===== config.mk =====
export PLATFORM = sky130hd
export DESIGN_NAME = tdm_core
export DESIGN_NICKNAME = d
export VERILOG_FILES = /design/src/hdl/tdm_pkg.sv /design/src/hdl/tdm_core.sv
export SDC_FILE = /design/constraint.sdc
export NUM_CORES = 2
export LEC_CHECK = 0
export BUFFER_PORTS_ARGS = -buffer_cell sky130_fd_sc_hd__buf_4
export CORE_ASPECT_RATIO = 1.2
export CORE_MARGIN = 1
export CORE_UTILIZATION = 50
export DETAILED_ROUTE_END_ITERATION = 7
export PLACE_DENSITY = 0.65
export SLEW_MARGIN = 0
export SYNTH_ARGS = -nofsm -noshare
export SYNTH_HDL_FRONTEND = slang
export SYNTH_SLANG_ARGS = --single-unit
export TNS_END_PERCENT = 20

===== constraint.sdc =====
create_clock -name ref_clk -period 23.3 [get_ports ref_clk]
set_input_delay 4.66 -clock ref_clk [delete_from_list [all_inputs] [get_ports ref_clk]]
set_output_delay 4.66 -clock ref_clk [all_outputs]
set_load 0.02 [all_outputs]

===== src/hdl/tdm_pkg.sv =====
// Constants for the table read and data memory map block
// Notes on behaviour
// - Table read low byte goes to operand register at 80H-FFH, dropped below 80H
// - High byte into table high latch, all 8 bits from the word
// - Full read addresses from both pointer registers
// - Last-page read uses page 700H, ignores high pointer
// - Table high latch is read-only to software
// - Table instructions take two instruction cycles
// - Data memory is two byte-wide banks
// - 00H-7FH special registers, bank 0 upper general storage
// - Bank 1 upper half is LED PWM buffer A/B
// - Unused special addresses read 00H, no side effect
// - Some special registers are read-only
// - General storage supports single-bit set and clear
// - Direct addressing always reaches bank 0
// - Bank pointer bit 0 selects bank, upper bits zero
package tdm_pkg;
  localparam int unsigned PADDR_W = 11;
  localparam logic [7:0] ADDR_MP1 = 8'h03;
  localparam logic [7:0] ADDR_BANK_PTR = 8'h04;
  localparam logic [7:0] ADDR_TBL_LOW = 8'h07;
  localparam logic [7:0] ADDR_TBL_HIGH_LATCH = 8'h08;
  localparam logic [7:0] ADDR_TBL_HI_PTR = 8'h09;
  localparam logic [7:0] ADDR_IND1 = 8'h02;
  localparam logic [7:0] ADDR_IND0 = 8'h00;
  localparam logic [7:0] ADDR_MP0 = 8'h01;
  localparam logic [2:0] LAST_PAGE = 3'h7;
  localparam logic [7:0] RESET_BYTE = 8'h00;
  localparam logic [7:0] BUF_B_START = 8'hC0;
  localparam int unsigned TBL_CYCLES = 2;
  typedef enum logic [1:0] {
    TDM_OP_READ, TDM_OP_WRITE, TDM_OP_BSET, TDM_OP_BCLR
  } tdm_op_t;
endpackage


===== src/hdl/tdm_core.sv =====
// Table read path and two-bank data memory decode
`timescale 1ns/100ps
`default_nettype none
module tdm_core (
  // Clock and reset
  input wire logic ref_clk,
  input wire logic rst,
  // Data memory access from the core
  input wire logic acc_valid,
  input wire tdm_pkg::tdm_op_t acc_op,
  input wire logic [7:0] acc_addr,
  input wire logic acc_indirect,
  input wire logic [2:0] acc_bit,
  input wire logic [7:0] acc_wdata,
  output logic [7:0] acc_rdata,
  // Table read command
  input wire logic tbl_start,
  input wire logic tbl_last_page,
  input wire logic [7:0] tbl_dest,
  output logic tbl_busy,
  output logic tbl_done,
  // Program memory read port
  output logic [10:0] prog_addr,
  input wire logic [15:0] prog_data,
  // State shown outward
  output logic [7:0] table_high_latch,
  output logic bank_select_bit
);
  logic [7:0] gp_mem [128];
  logic [7:0] pwm_mem [128];
  logic [7:0] tbl_low, tbl_hi_ptr, mp0, mp1;
  logic [1:0] tbl_cnt;
  logic [7:0] tbl_dest_q;
  logic [7:0] eff_addr;
  logic eff_bank1;
  logic [7:0] cur;
  logic [7:0] next_byte;
  logic wr_en;
  logic tbl_last_page_q;
  // Sampling helpers, so that $past only ever looks back on a plain signal
  logic [7:0] prog_hi;
  logic [7:0] prog_lo;
  logic [6:0] dest_idx;
  logic [6:0] eff_idx;
  logic next_bit0;

  // Resolve indirect addresses; direct access always hits bank 0
  always_comb begin
    eff_addr = acc_addr;
    eff_bank1 = 1'b0;
    if (acc_addr == tdm_pkg::ADDR_IND0) begin
      eff_addr = mp0;
    end else if (acc_addr == tdm_pkg::ADDR_IND1) begin
      eff_addr = mp1;
      eff_bank1 = bank_select_bit;
    end
  end

  // Read decode; unused special addresses give 00H
  always_comb begin
    cur = tdm_pkg::RESET_BYTE;
    if (eff_addr[7]) begin
      cur = eff_bank1 ? pwm_mem[eff_addr[6:0]] : gp_mem[eff_addr[6:0]];
    end else begin
      case (eff_addr)
        tdm_pkg::ADDR_MP0: cur = mp0;
        tdm_pkg::ADDR_MP1: cur = mp1;
        tdm_pkg::ADDR_BANK_PTR: cur = {7'h00, bank_select_bit};
        tdm_pkg::ADDR_TBL_LOW: cur = tbl_low;
        tdm_pkg::ADDR_TBL_HIGH_LATCH: cur = table_high_latch;
        tdm_pkg::ADDR_TBL_HI_PTR: cur = tbl_hi_ptr;
        default: cur = tdm_pkg::RESET_BYTE;
      endcase
    end
  end

  // Read data registered at the access edge; the core takes it in the next cycle
  always_ff @(posedge ref_clk or posedge rst) begin
    if (rst) begin
      acc_rdata <= tdm_pkg::RESET_BYTE;
    end else if (acc_valid) begin
      acc_rdata <= cur;
    end
  end

  // Bit set/clear is a read-modify-write of one byte
  always_comb begin
    case (acc_op)
      tdm_pkg::TDM_OP_BSET: next_byte = cur | (8'h01 << acc_bit);
      tdm_pkg::TDM_OP_BCLR: next_byte = cur & ~(8'h01 << acc_bit);
      default: next_byte = acc_wdata;
    endcase
  end
  assign wr_en = acc_valid && (acc_op != tdm_pkg::TDM_OP_READ) && !tbl_busy;

  // Table address from both pointers, or last page
  assign prog_addr = tbl_last_page_q ? {tdm_pkg::LAST_PAGE, tbl_low}
                                     : {tbl_hi_ptr[2:0], tbl_low};

  // Two-cycle table sequencer: the start cycle, then one busy cycle
  // A start seen while busy is dropped, so one read never loads the latch twice
  always_ff @(posedge ref_clk or posedge rst) begin
    if (rst) begin
      tbl_cnt <= 2'h0;
      tbl_dest_q <= 8'h00;
      tbl_last_page_q <= 1'b0;
    end else if (tbl_start && tbl_cnt == 2'h0) begin
      tbl_cnt <= 2'(tdm_pkg::TBL_CYCLES - 1);
      tbl_dest_q <= tbl_dest;
      tbl_last_page_q <= tbl_last_page;
    end else if (tbl_cnt != 2'h0) begin
      tbl_cnt <= tbl_cnt - 2'h1;
    end
  end
  assign tbl_busy = (tbl_cnt != 2'h0);
  assign tbl_done = (tbl_cnt == 2'h1);

  // Special registers; latch only loaded by a table read
  always_ff @(posedge ref_clk or posedge rst) begin
    if (rst) begin
      tbl_low <= 8'h00;
      tbl_hi_ptr <= 8'h00;
      mp0 <= 8'h00;
      mp1 <= 8'h00;
      bank_select_bit <= 1'b0;
      table_high_latch <= 8'h00;
    end else begin
      if (tbl_done) begin
        table_high_latch <= prog_data[15:8];
      end
      if (wr_en && !eff_addr[7]) begin
        case (eff_addr)
          tdm_pkg::ADDR_MP0: mp0 <= next_byte;
          tdm_pkg::ADDR_MP1: mp1 <= next_byte;
          tdm_pkg::ADDR_BANK_PTR: bank_select_bit <= next_byte[0];
          tdm_pkg::ADDR_TBL_LOW: tbl_low <= next_byte;
          tdm_pkg::ADDR_TBL_HI_PTR: tbl_hi_ptr <= next_byte;
          default: ; // Latch is read-only, unused slots ignore writes
        endcase
      end
    end
  end

  // Storage arrays; table low byte lands in the destination register when it is 80H-FFH of bank 0
  always_ff @(posedge ref_clk) begin
    if (tbl_done && tbl_dest_q[7]) begin
      gp_mem[tbl_dest_q[6:0]] <= prog_data[7:0];
    end else if (wr_en && eff_addr[7]) begin
      if (eff_bank1) begin
        pwm_mem[eff_addr[6:0]] <= next_byte;
      end else begin
        gp_mem[eff_addr[6:0]] <= next_byte;
      end
    end
  end

  // Checks
  assign prog_hi = prog_data[15:8];
  assign prog_lo = prog_data[7:0];
  assign dest_idx = tbl_dest_q[6:0];
  assign eff_idx = eff_addr[6:0];
  assign next_bit0 = next_byte[0];
  property p_two_cycles;
    @(posedge ref_clk) disable iff (rst) (tbl_start && !tbl_busy) |=> tbl_done;
  endproperty
  a_two_cycles: assert property (p_two_cycles) else $error("table op not two cycles");
  property p_latch_load;
    @(posedge ref_clk) disable iff (rst) tbl_done |=> table_high_latch == $past(prog_hi);
  endproperty
  a_latch_load: assert property (p_latch_load) else $error("high latch not loaded");
  property p_latch_ro;
    @(posedge ref_clk) disable iff (rst) !tbl_done |=> $stable(table_high_latch);
  endproperty
  a_latch_ro: assert property (p_latch_ro) else $error("high latch changed");
  property p_last_page;
    @(posedge ref_clk) disable iff (rst) (tbl_busy && tbl_last_page_q) |-> prog_addr[10:8] == 3'h7;
  endproperty
  a_last_page: assert property (p_last_page) else $error("last page wrong");
  property p_full_addr;
    @(posedge ref_clk) disable iff (rst)
      (tbl_busy && !tbl_last_page_q) |-> prog_addr == {tbl_hi_ptr[2:0], tbl_low};
  endproperty
  a_full_addr: assert property (p_full_addr) else $error("table address wrong");
  property p_unused_zero;
    @(posedge ref_clk) disable iff (rst)
      (acc_valid && !eff_addr[7] && eff_addr > tdm_pkg::ADDR_TBL_HI_PTR) |=> acc_rdata == 8'h00;
  endproperty
  a_unused_zero: assert property (p_unused_zero) else $error("unused not zero");
  property p_bp_upper;
    @(posedge ref_clk) disable iff (rst)
      (acc_valid && eff_addr == tdm_pkg::ADDR_BANK_PTR) |=> acc_rdata[7:1] == 7'h00;
  endproperty
  a_bp_upper: assert property (p_bp_upper) else $error("bank ptr upper bits");
  property p_direct_bank0;
    @(posedge ref_clk) disable iff (rst)
      (acc_addr != tdm_pkg::ADDR_IND1) |-> !eff_bank1;
  endproperty
  a_direct_bank0: assert property (p_direct_bank0) else $error("direct left bank 0");
  // Write-back checks for table reads, the buffer and the bank select, and the one-cycle busy check
  property p_dest_load;
    @(posedge ref_clk) disable iff (rst)
      (tbl_done && tbl_dest_q[7]) |=> gp_mem[$past(dest_idx)] == $past(prog_lo);
  endproperty
  a_dest_load: assert property (p_dest_load) else $error("table low byte not stored");
  property p_busy_one;
    @(posedge ref_clk) disable iff (rst) tbl_busy |=> !tbl_busy;
  endproperty
  a_busy_one: assert property (p_busy_one) else $error("table op overran");
  property p_pwm_write;
    @(posedge ref_clk) disable iff (rst)
      (wr_en && eff_addr[7] && eff_bank1) |=> pwm_mem[$past(eff_idx)] == $past(next_byte);
  endproperty
  a_pwm_write: assert property (p_pwm_write) else $error("buffer write lost");
  property p_bank_write;
    @(posedge ref_clk) disable iff (rst)
      (wr_en && eff_addr == tdm_pkg::ADDR_BANK_PTR) |=> bank_select_bit == $past(next_bit0);
  endproperty
  a_bank_write: assert property (p_bank_write) else $error("bank select not written");
  // Scenarios worth seeing at least once
  c_tbl: cover property (@(posedge ref_clk) tbl_done);
  c_pwm_wr: cover property (@(posedge ref_clk) wr_en && eff_bank1 && eff_addr[7]);
  c_bset: cover property (@(posedge ref_clk) wr_en && acc_op == tdm_pkg::TDM_OP_BSET);
  c_last_page: cover property (@(posedge ref_clk) tbl_done && tbl_last_page_q);
  c_start_refused: cover property (@(posedge ref_clk) tbl_start && tbl_busy);
endmodule // tdm_core
`default_nettype wire


Word level (Yosys, flattened, before mapping) --
Memory sizes are Yosys's and may differ from the RTL's. Cells that the tools add are included.
Word-level totals: memories kept 2, input port bits 51, word-level logic and storage cells 70, bits in writable memories 2048, register bits after elaboration 60
Operators by class: bitwise gates (word level) 3, equality and inequality tests 10, reduce and logical (&&, ||, !) cells 19, add/sub/neg operators 1, mux-type cells 24, shift-type cells 1
Memory list:
- gp_mem | depth 128, bits a word 8, rd ports 1, clocked after memory_dff 0, wr ports 1, line tdm_core.sv:29 | logic [7:0] gp_mem [128];
- pwm_mem | depth 128, bits a word 8, rd ports 1, clocked after memory_dff 0, wr ports 1, line tdm_core.sv:30 | logic [7:0] pwm_mem [128];
Operators with widths (count):
- one-hot mux 8 bit (6 select lines) | 1
- 2-to-1 mux 8 bit | 5
- == test 8 x 2 -> 1 bit, second input constant | 2
- == test 8 x 3 -> 1 bit, second input constant | 2
- == test 8 x 4 -> 1 bit, second input constant | 2
- one-hot mux 8 bit (2 select lines) | 1
- 2-to-1 mux 1 bit | 13
- 2-to-1 mux 11 bit | 1
- AND reduction 2 bit | 5
- bitwise AND 8 bit | 1
- == test 8 x 1 -> 1 bit, second input constant | 1
- zero test 8 bit | 1
- NOT 8 bit | 1
- bitwise OR 8 bit | 1
- OR reduction 8 bit | 1
- << shifter 1 x 3 -> 8 bit, first input constant | 1
- 2-to-1 mux 7 bit | 1
- logical AND 1 bit | 6
- nonzero test 2 bit | 3
- == test 2 bit, second input constant | 2
- 2-to-1 mux 2 bit | 2
- == test 2 x 1 -> 1 bit, second input constant | 1
- zero test 1 bit | 2
- zero test 2 bit | 1
- subtractor 2 x 1 -> 2 bit, second input constant | 1

Depth between registers and ports, before layout --
depth after elaboration 9, depth in mapped cells 19, gate-level depth less buffers 11

Least setup slack after synthesis --
OpenSTA, ideal clock, no wires.
path type in2reg, from input port acc_addr[7], to memory gp_mem[0][2], data pin, stages 17, setup slack 11.338 ns, library setup time 0.892 ns, data required time 22.408 ns, arrival time 11.070 ns, buffers on the path 6, path through or4_1 > buf_2 > buf_6 > o31ai_4 > buf_6 > buf_8 > buf_6 > buf_6 > nand2_1 > a311oi_1 > a21oi_1 > o31ai_2 > o211ai_1 > nor4b_1 > o31a_1 > a21oi_2 > a21oi_1
Between the ends: cells in the longest elaborated chain, start to end 9, elaborated cells between the ends (all ways) 27, classes of those cells 7 x eq/ne; 13 x mux; 2 x bitwise; 3 x reduce/logical; 2 x memory
Ends and longest elaborated chain:
- start, declared | line tdm_core.sv:11 | input wire logic [7:0] acc_addr,
- == test 8 x 2 -> 1 bit | line tdm_core.sv:53 | end else if (acc_addr == tdm_pkg::ADDR_IND1) begin
- 2-to-1 mux 8 bit / 2-to-1 mux 1 bit (equally long branches) | line tdm_core.sv:53
- 2-to-1 mux 8 bit / 2-to-1 mux 1 bit (equally long branches) | line tdm_core.sv:51 | if (acc_addr == tdm_pkg::ADDR_IND0) begin
- memory read (128 x 8 bit) (tied with other cells)
- 2-to-1 mux 8 bit (tied with other cells) | line tdm_core.sv:63 | cur = eff_bank1 ? pwm_mem[eff_addr[6:0]] : gp_mem[eff_addr[6:0]];
- 2-to-1 mux 8 bit / 2-to-1 mux 1 bit (equally long branches) | line tdm_core.sv:62, tdm_core.sv:146
- bitwise AND 8 bit (tied with other cells) | line tdm_core.sv:90 | tdm_pkg::TDM_OP_BCLR: next_byte = cur & ~(8'h01 << acc_bit);
- one-hot mux 8 bit (2 select lines) / OR reduction 8 bit (equally long branches)
- 2-to-1 mux 8 bit (no source line) *
- end, declared | line tdm_core.sv:29
Every way passes the cells marked *; elsewhere a longest branch is shown, timed or not.

Worst setup path after layout --
from input port acc_addr[0], to memory gp_mem[64][2], data pin
Same word-level chain as after synthesis.

==> flow_summary.json <==
{
  "status": "complete, but fails checks",
  "violations": "design-rule violations",
  "grtUsageTotal_pct": 33.2,
  "synth.distinct_cells": 93,
  "clkTransAtPathRegs_ns": 0.06,
  "syn_to_final_growth_pct": 11.5,
  "nNetsFinal": 5958,
  "clock_power_share_pct": 40.5,
  "crit_slowest_cell": "buf_4",
  "drive_gt1_share_pct": 13.0,
  "cp_slowest_stage_delay_ns": 0.89,
  "r2r_slack_ns": 14.54,
  "finClkSkew_ns": 0.0353,
  "end_kind": "flop",
  "grt_pass1_vias": 53000,
  "drc_errors": 1,
  "p_comb_share_pct": 7.6,
  "p_seq_share_pct": 51.9,
  "drt_iter0_drc": 8388,
  "clock_sinks": 2108,
  "period_share_pct": 54.8,
  "setup_viol": 0,
  "antenna_found_initial": 12,
  "p_sw_share_pct": 23.4,
  "grt_pass1_wl_mm": 401,
  "path_cells": "buf_4 > nor2_1 > a41oi_4 > buf_4 > buf_4 > nand4_1 > nor3_1 > a21oi_1 > a32oi_1 > o2111ai_1 > a211oi_1 > o31a_1 > a21oi_2 > buf_4 > a21oi_4 > buf_4",
  "hold_depth": 1,
  "grt_max_degree": 127,
  "clk_latency_ns": 0.86,
  "synth_edf_count": 2048,
  "core_area_um2": 169000,
  "p_switching_uw": 1920,
  "wl_per_cell_um": 34.5,
  "cts_buffer_depth": 3,
  "ctsHoldBuffers": 0,
  "finalSetupTns_ns": 0,
  "rsz0062_at_grt": "false",
  "ir_drop_v": 0.0000647,
  "critPathLaunchType": "input pin",
  "antenna_left": 0,
  "cp_data_arrival_time_ns": 13.26,
  "worst_slew_pin_slew_ns": 1.44,
  "syn_area_um2": 85300,
  "worstPathMaxFanout": 94,
  "wl_mm": 288,
  "synth_area_per_cell_um2": 14.6,
  "drtPass1Iterations": 8,
  "cts-resized-gates": 0,
  "async_flop_share_pct": 2.85,
  "drv_slew": 0,
  "cts_tree": "built",
  "leakagePower_uw": 0.0311,
  "r2r_start": "mp1[4]",
  "viasPerCell": 6.76,
  "final_common_cell": "edfxtp_1",
  "post-route-min-period_ns": 12.78,
  "worstHoldStart": "tbl_cnt[0]",
  "worstRegToRegCells": 15,
  "die_y_um": 454,
  "cap_violations": 0,
  "ioPinCount": 81,
  "ys.flop_type": "edfxtp_1",
  "cpMostUsedCell": "buf_4",
  "gp_congestion": 0.988,
  "yosysSeqAreaShare_pct": 73.9,
  "max_slew_margin_pct": 2.95,
  "final_cells": 8341,
  "intPower_uw": 6260,
  "critPathRequiredTime_ns": 23.78,
  "post-cts-setup-buffers": 0,
  "hold_class": "reg2reg",
  "rows": 165,
  "syn_inst": 5855,
  "ys_ff_latch": 2108,
  "dp.cells": 7958,
  "port_buffers": 79,
  "gr-total-overflow": 0,
  "dieWidth_um": 379,
  "num_vias": 56400,
  "die-area_um2": 172000,
  "min_to": "tbl_cnt[0]",
  "hold_violations": 0,
  "ys_warn_count": 0,
  "synth.net_count": 5906,
  "fmax_ghz": 0.0783,
  "timing_worst_setup_path_type": "in2reg",
  "final_cell_mix": "edfxtp_1, nand2_1, nor2_1",
  "p_per_area_nw_per_um2": 86.0,
  "cts_made_buffers": 201,
  "root_buffer": "clkbuf_16",
  "worstSetupStartpoint": "acc_addr[0]",
  "hpwlAfterDp_mm": 173,
  "htreeDepth": 4,
  "r2r_end": "gp_mem[64][2]",
  "initial_core_util_pct": 50.5
}
-- power by group through the flow --
stage / sequential [µW] / clock, µW / combinational, µW
2_1_floorplan: 4330 / 0 / 307
3_3_place_gp: 4320 / 0 / 588
3_5_place_dp: 4320 / 0 / 597
4_1_cts: 4240 / 3320 / 599
5_1_grt: 4240 / 3460 / 630
6_report: 4240 / 3310 / 621
-- worst max-delay path by stage --
stage	to	slack (ns)	depth (start not counted)
2_1_floorplan	gp_mem[0][2]	11.34	17
3_3_place_gp	gp_mem[80][5]	10.29	17
3_5_place_dp	gp_mem[84][5]	10.14	17
4_1_cts	gp_mem[68][5]	10.99	17
5_1_grt	gp_mem[68][5]	10.61	17
6_report	gp_mem[64][2]	10.52	16
-- critical path, delay by kind of cell --
kind                   cells  cell delay, ns
and+or+nand+nor            3            1.69
AOI/OAI and AO/OA          8            4.02
buffers and inverters      5            2.62
-- cells by family after synthesis --
| logic type | synth area share, % |
|---|---|
| buffers and inverters | 2.47 |
| DFF | 73.9 |
| and+or+nand+nor | 9.62 |
| AOI/OAI and AO/OA | 8.63 |
| muxes | 5.39 |
-- metal layers --
metal | vias up | global-route usage (%) | part of all wire (%)
li1 | 22900 | - | -
met2 | 4195 | 50.2 | 45
met4 | 12 | 22.2 | 7.8
met1 | 28300 | 42.3 | 35
met5 | - | 0 | 0.027
met3 | 981 | 8.73 | 12
-- Yosys cell counts (7+ instances only) --
| cell type | n | area, µm² |
|---|---|---|
| buf_6 | 20 | 225 |
| inv_1 | 35 | 131 |
| dfrtp_1 | 60 | 1500 |
| edfxtp_1 | 2048 | 61500 |
| or3_1 | 16 | 100 |
| a31oi_1 | 75 | 469 |
| o211ai_1 | 38 | 285 |
| nor4_1 | 37 | 231 |
| clkbuf_1 | 159 | 597 |
| a221oi_1 | 52 | 455 |
| a222oi_1 | 8 | 80.1 |
| a22oi_1 | 28 | 210 |
| nand3_1 | 363 | 1820 |
| a211oi_1 | 57 | 428 |
| o221ai_1 | 80 | 701 |
| a32oi_1 | 31 | 272 |
| a311oi_1 | 32 | 280 |
| a2111oi_0 | 9 | 78.8 |
| a41oi_1 | 13 | 114 |
| o21ai_0 | 115 | 576 |
| o2111ai_1 | 12 | 105 |
| and3_1 | 45 | 282 |
| a32o_1 | 10 | 100 |
| o22a_1 | 15 | 131 |
| nand2_1 | 924 | 3470 |
| mux2_2 | 95 | 1070 |
| nand3b_1 | 7 | 52.6 |
| buf_4 | 30 | 225 |
| a21oi_1 | 198 | 991 |
| a31o_2 | 11 | 96.3 |
| nor2_1 | 369 | 1390 |
| buf_2 | 142 | 711 |
| buf_1 | 43 | 161 |
| o32ai_1 | 9 | 78.8 |
| o22ai_1 | 126 | 788 |
| nor2b_1 | 7 | 43.8 |
| nand4_1 | 30 | 188 |
| mux2i_1 | 236 | 2360 |
| or2_2 | 7 | 43.8 |
| a211o_1 | 9 | 78.8 |
| a2bb2oi_1 | 7 | 61.3 |
| nor3_1 | 52 | 260 |
| o31ai_1 | 16 | 120 |
| mux4_2 | 51 | 1150 |
-- layout make-up --
cell class | count | area [µm²]
antenna | 8 | 20.0
clock buffer | 251 | 5390
clock inverter | 124 | 1230
fill | 13300 | 73800
inverter | 35 | 136
multi-input combinational | 3315 | 20500
sequential | 2108 | 63000
tap | 2254 | 2820
timing repair buffer | 246 | 1990
-- per-stage QoR --
stage	instance area, µm²	util [%]	worst slack, ns	hold WS (ns)	total power, µW
after floorplan	85300	-	11.34	0.431	4640
after global placement	88400	52.4	10.29	0.442	4910
after detailed placement	88400	52.4	10.14	0.469	4920
after CTS	95100	56.3	10.99	0.474	8160
after global routing	95100	56.3	10.61	0.516	8330
final	95100	56.3	10.52	0.473	8180
-- flip-flops by register name (all words and copies together) (netlist names), 2 cells and up --
signal	count
gp_mem	1024
pwm_mem	1024
acc_rdata	8
mp0	8
mp1	8
table_high_latch	8
tbl_dest_q	8
tbl_hi_ptr	8
tbl_low	8
tbl_cnt	2
(Power assumes the default switching activity.)
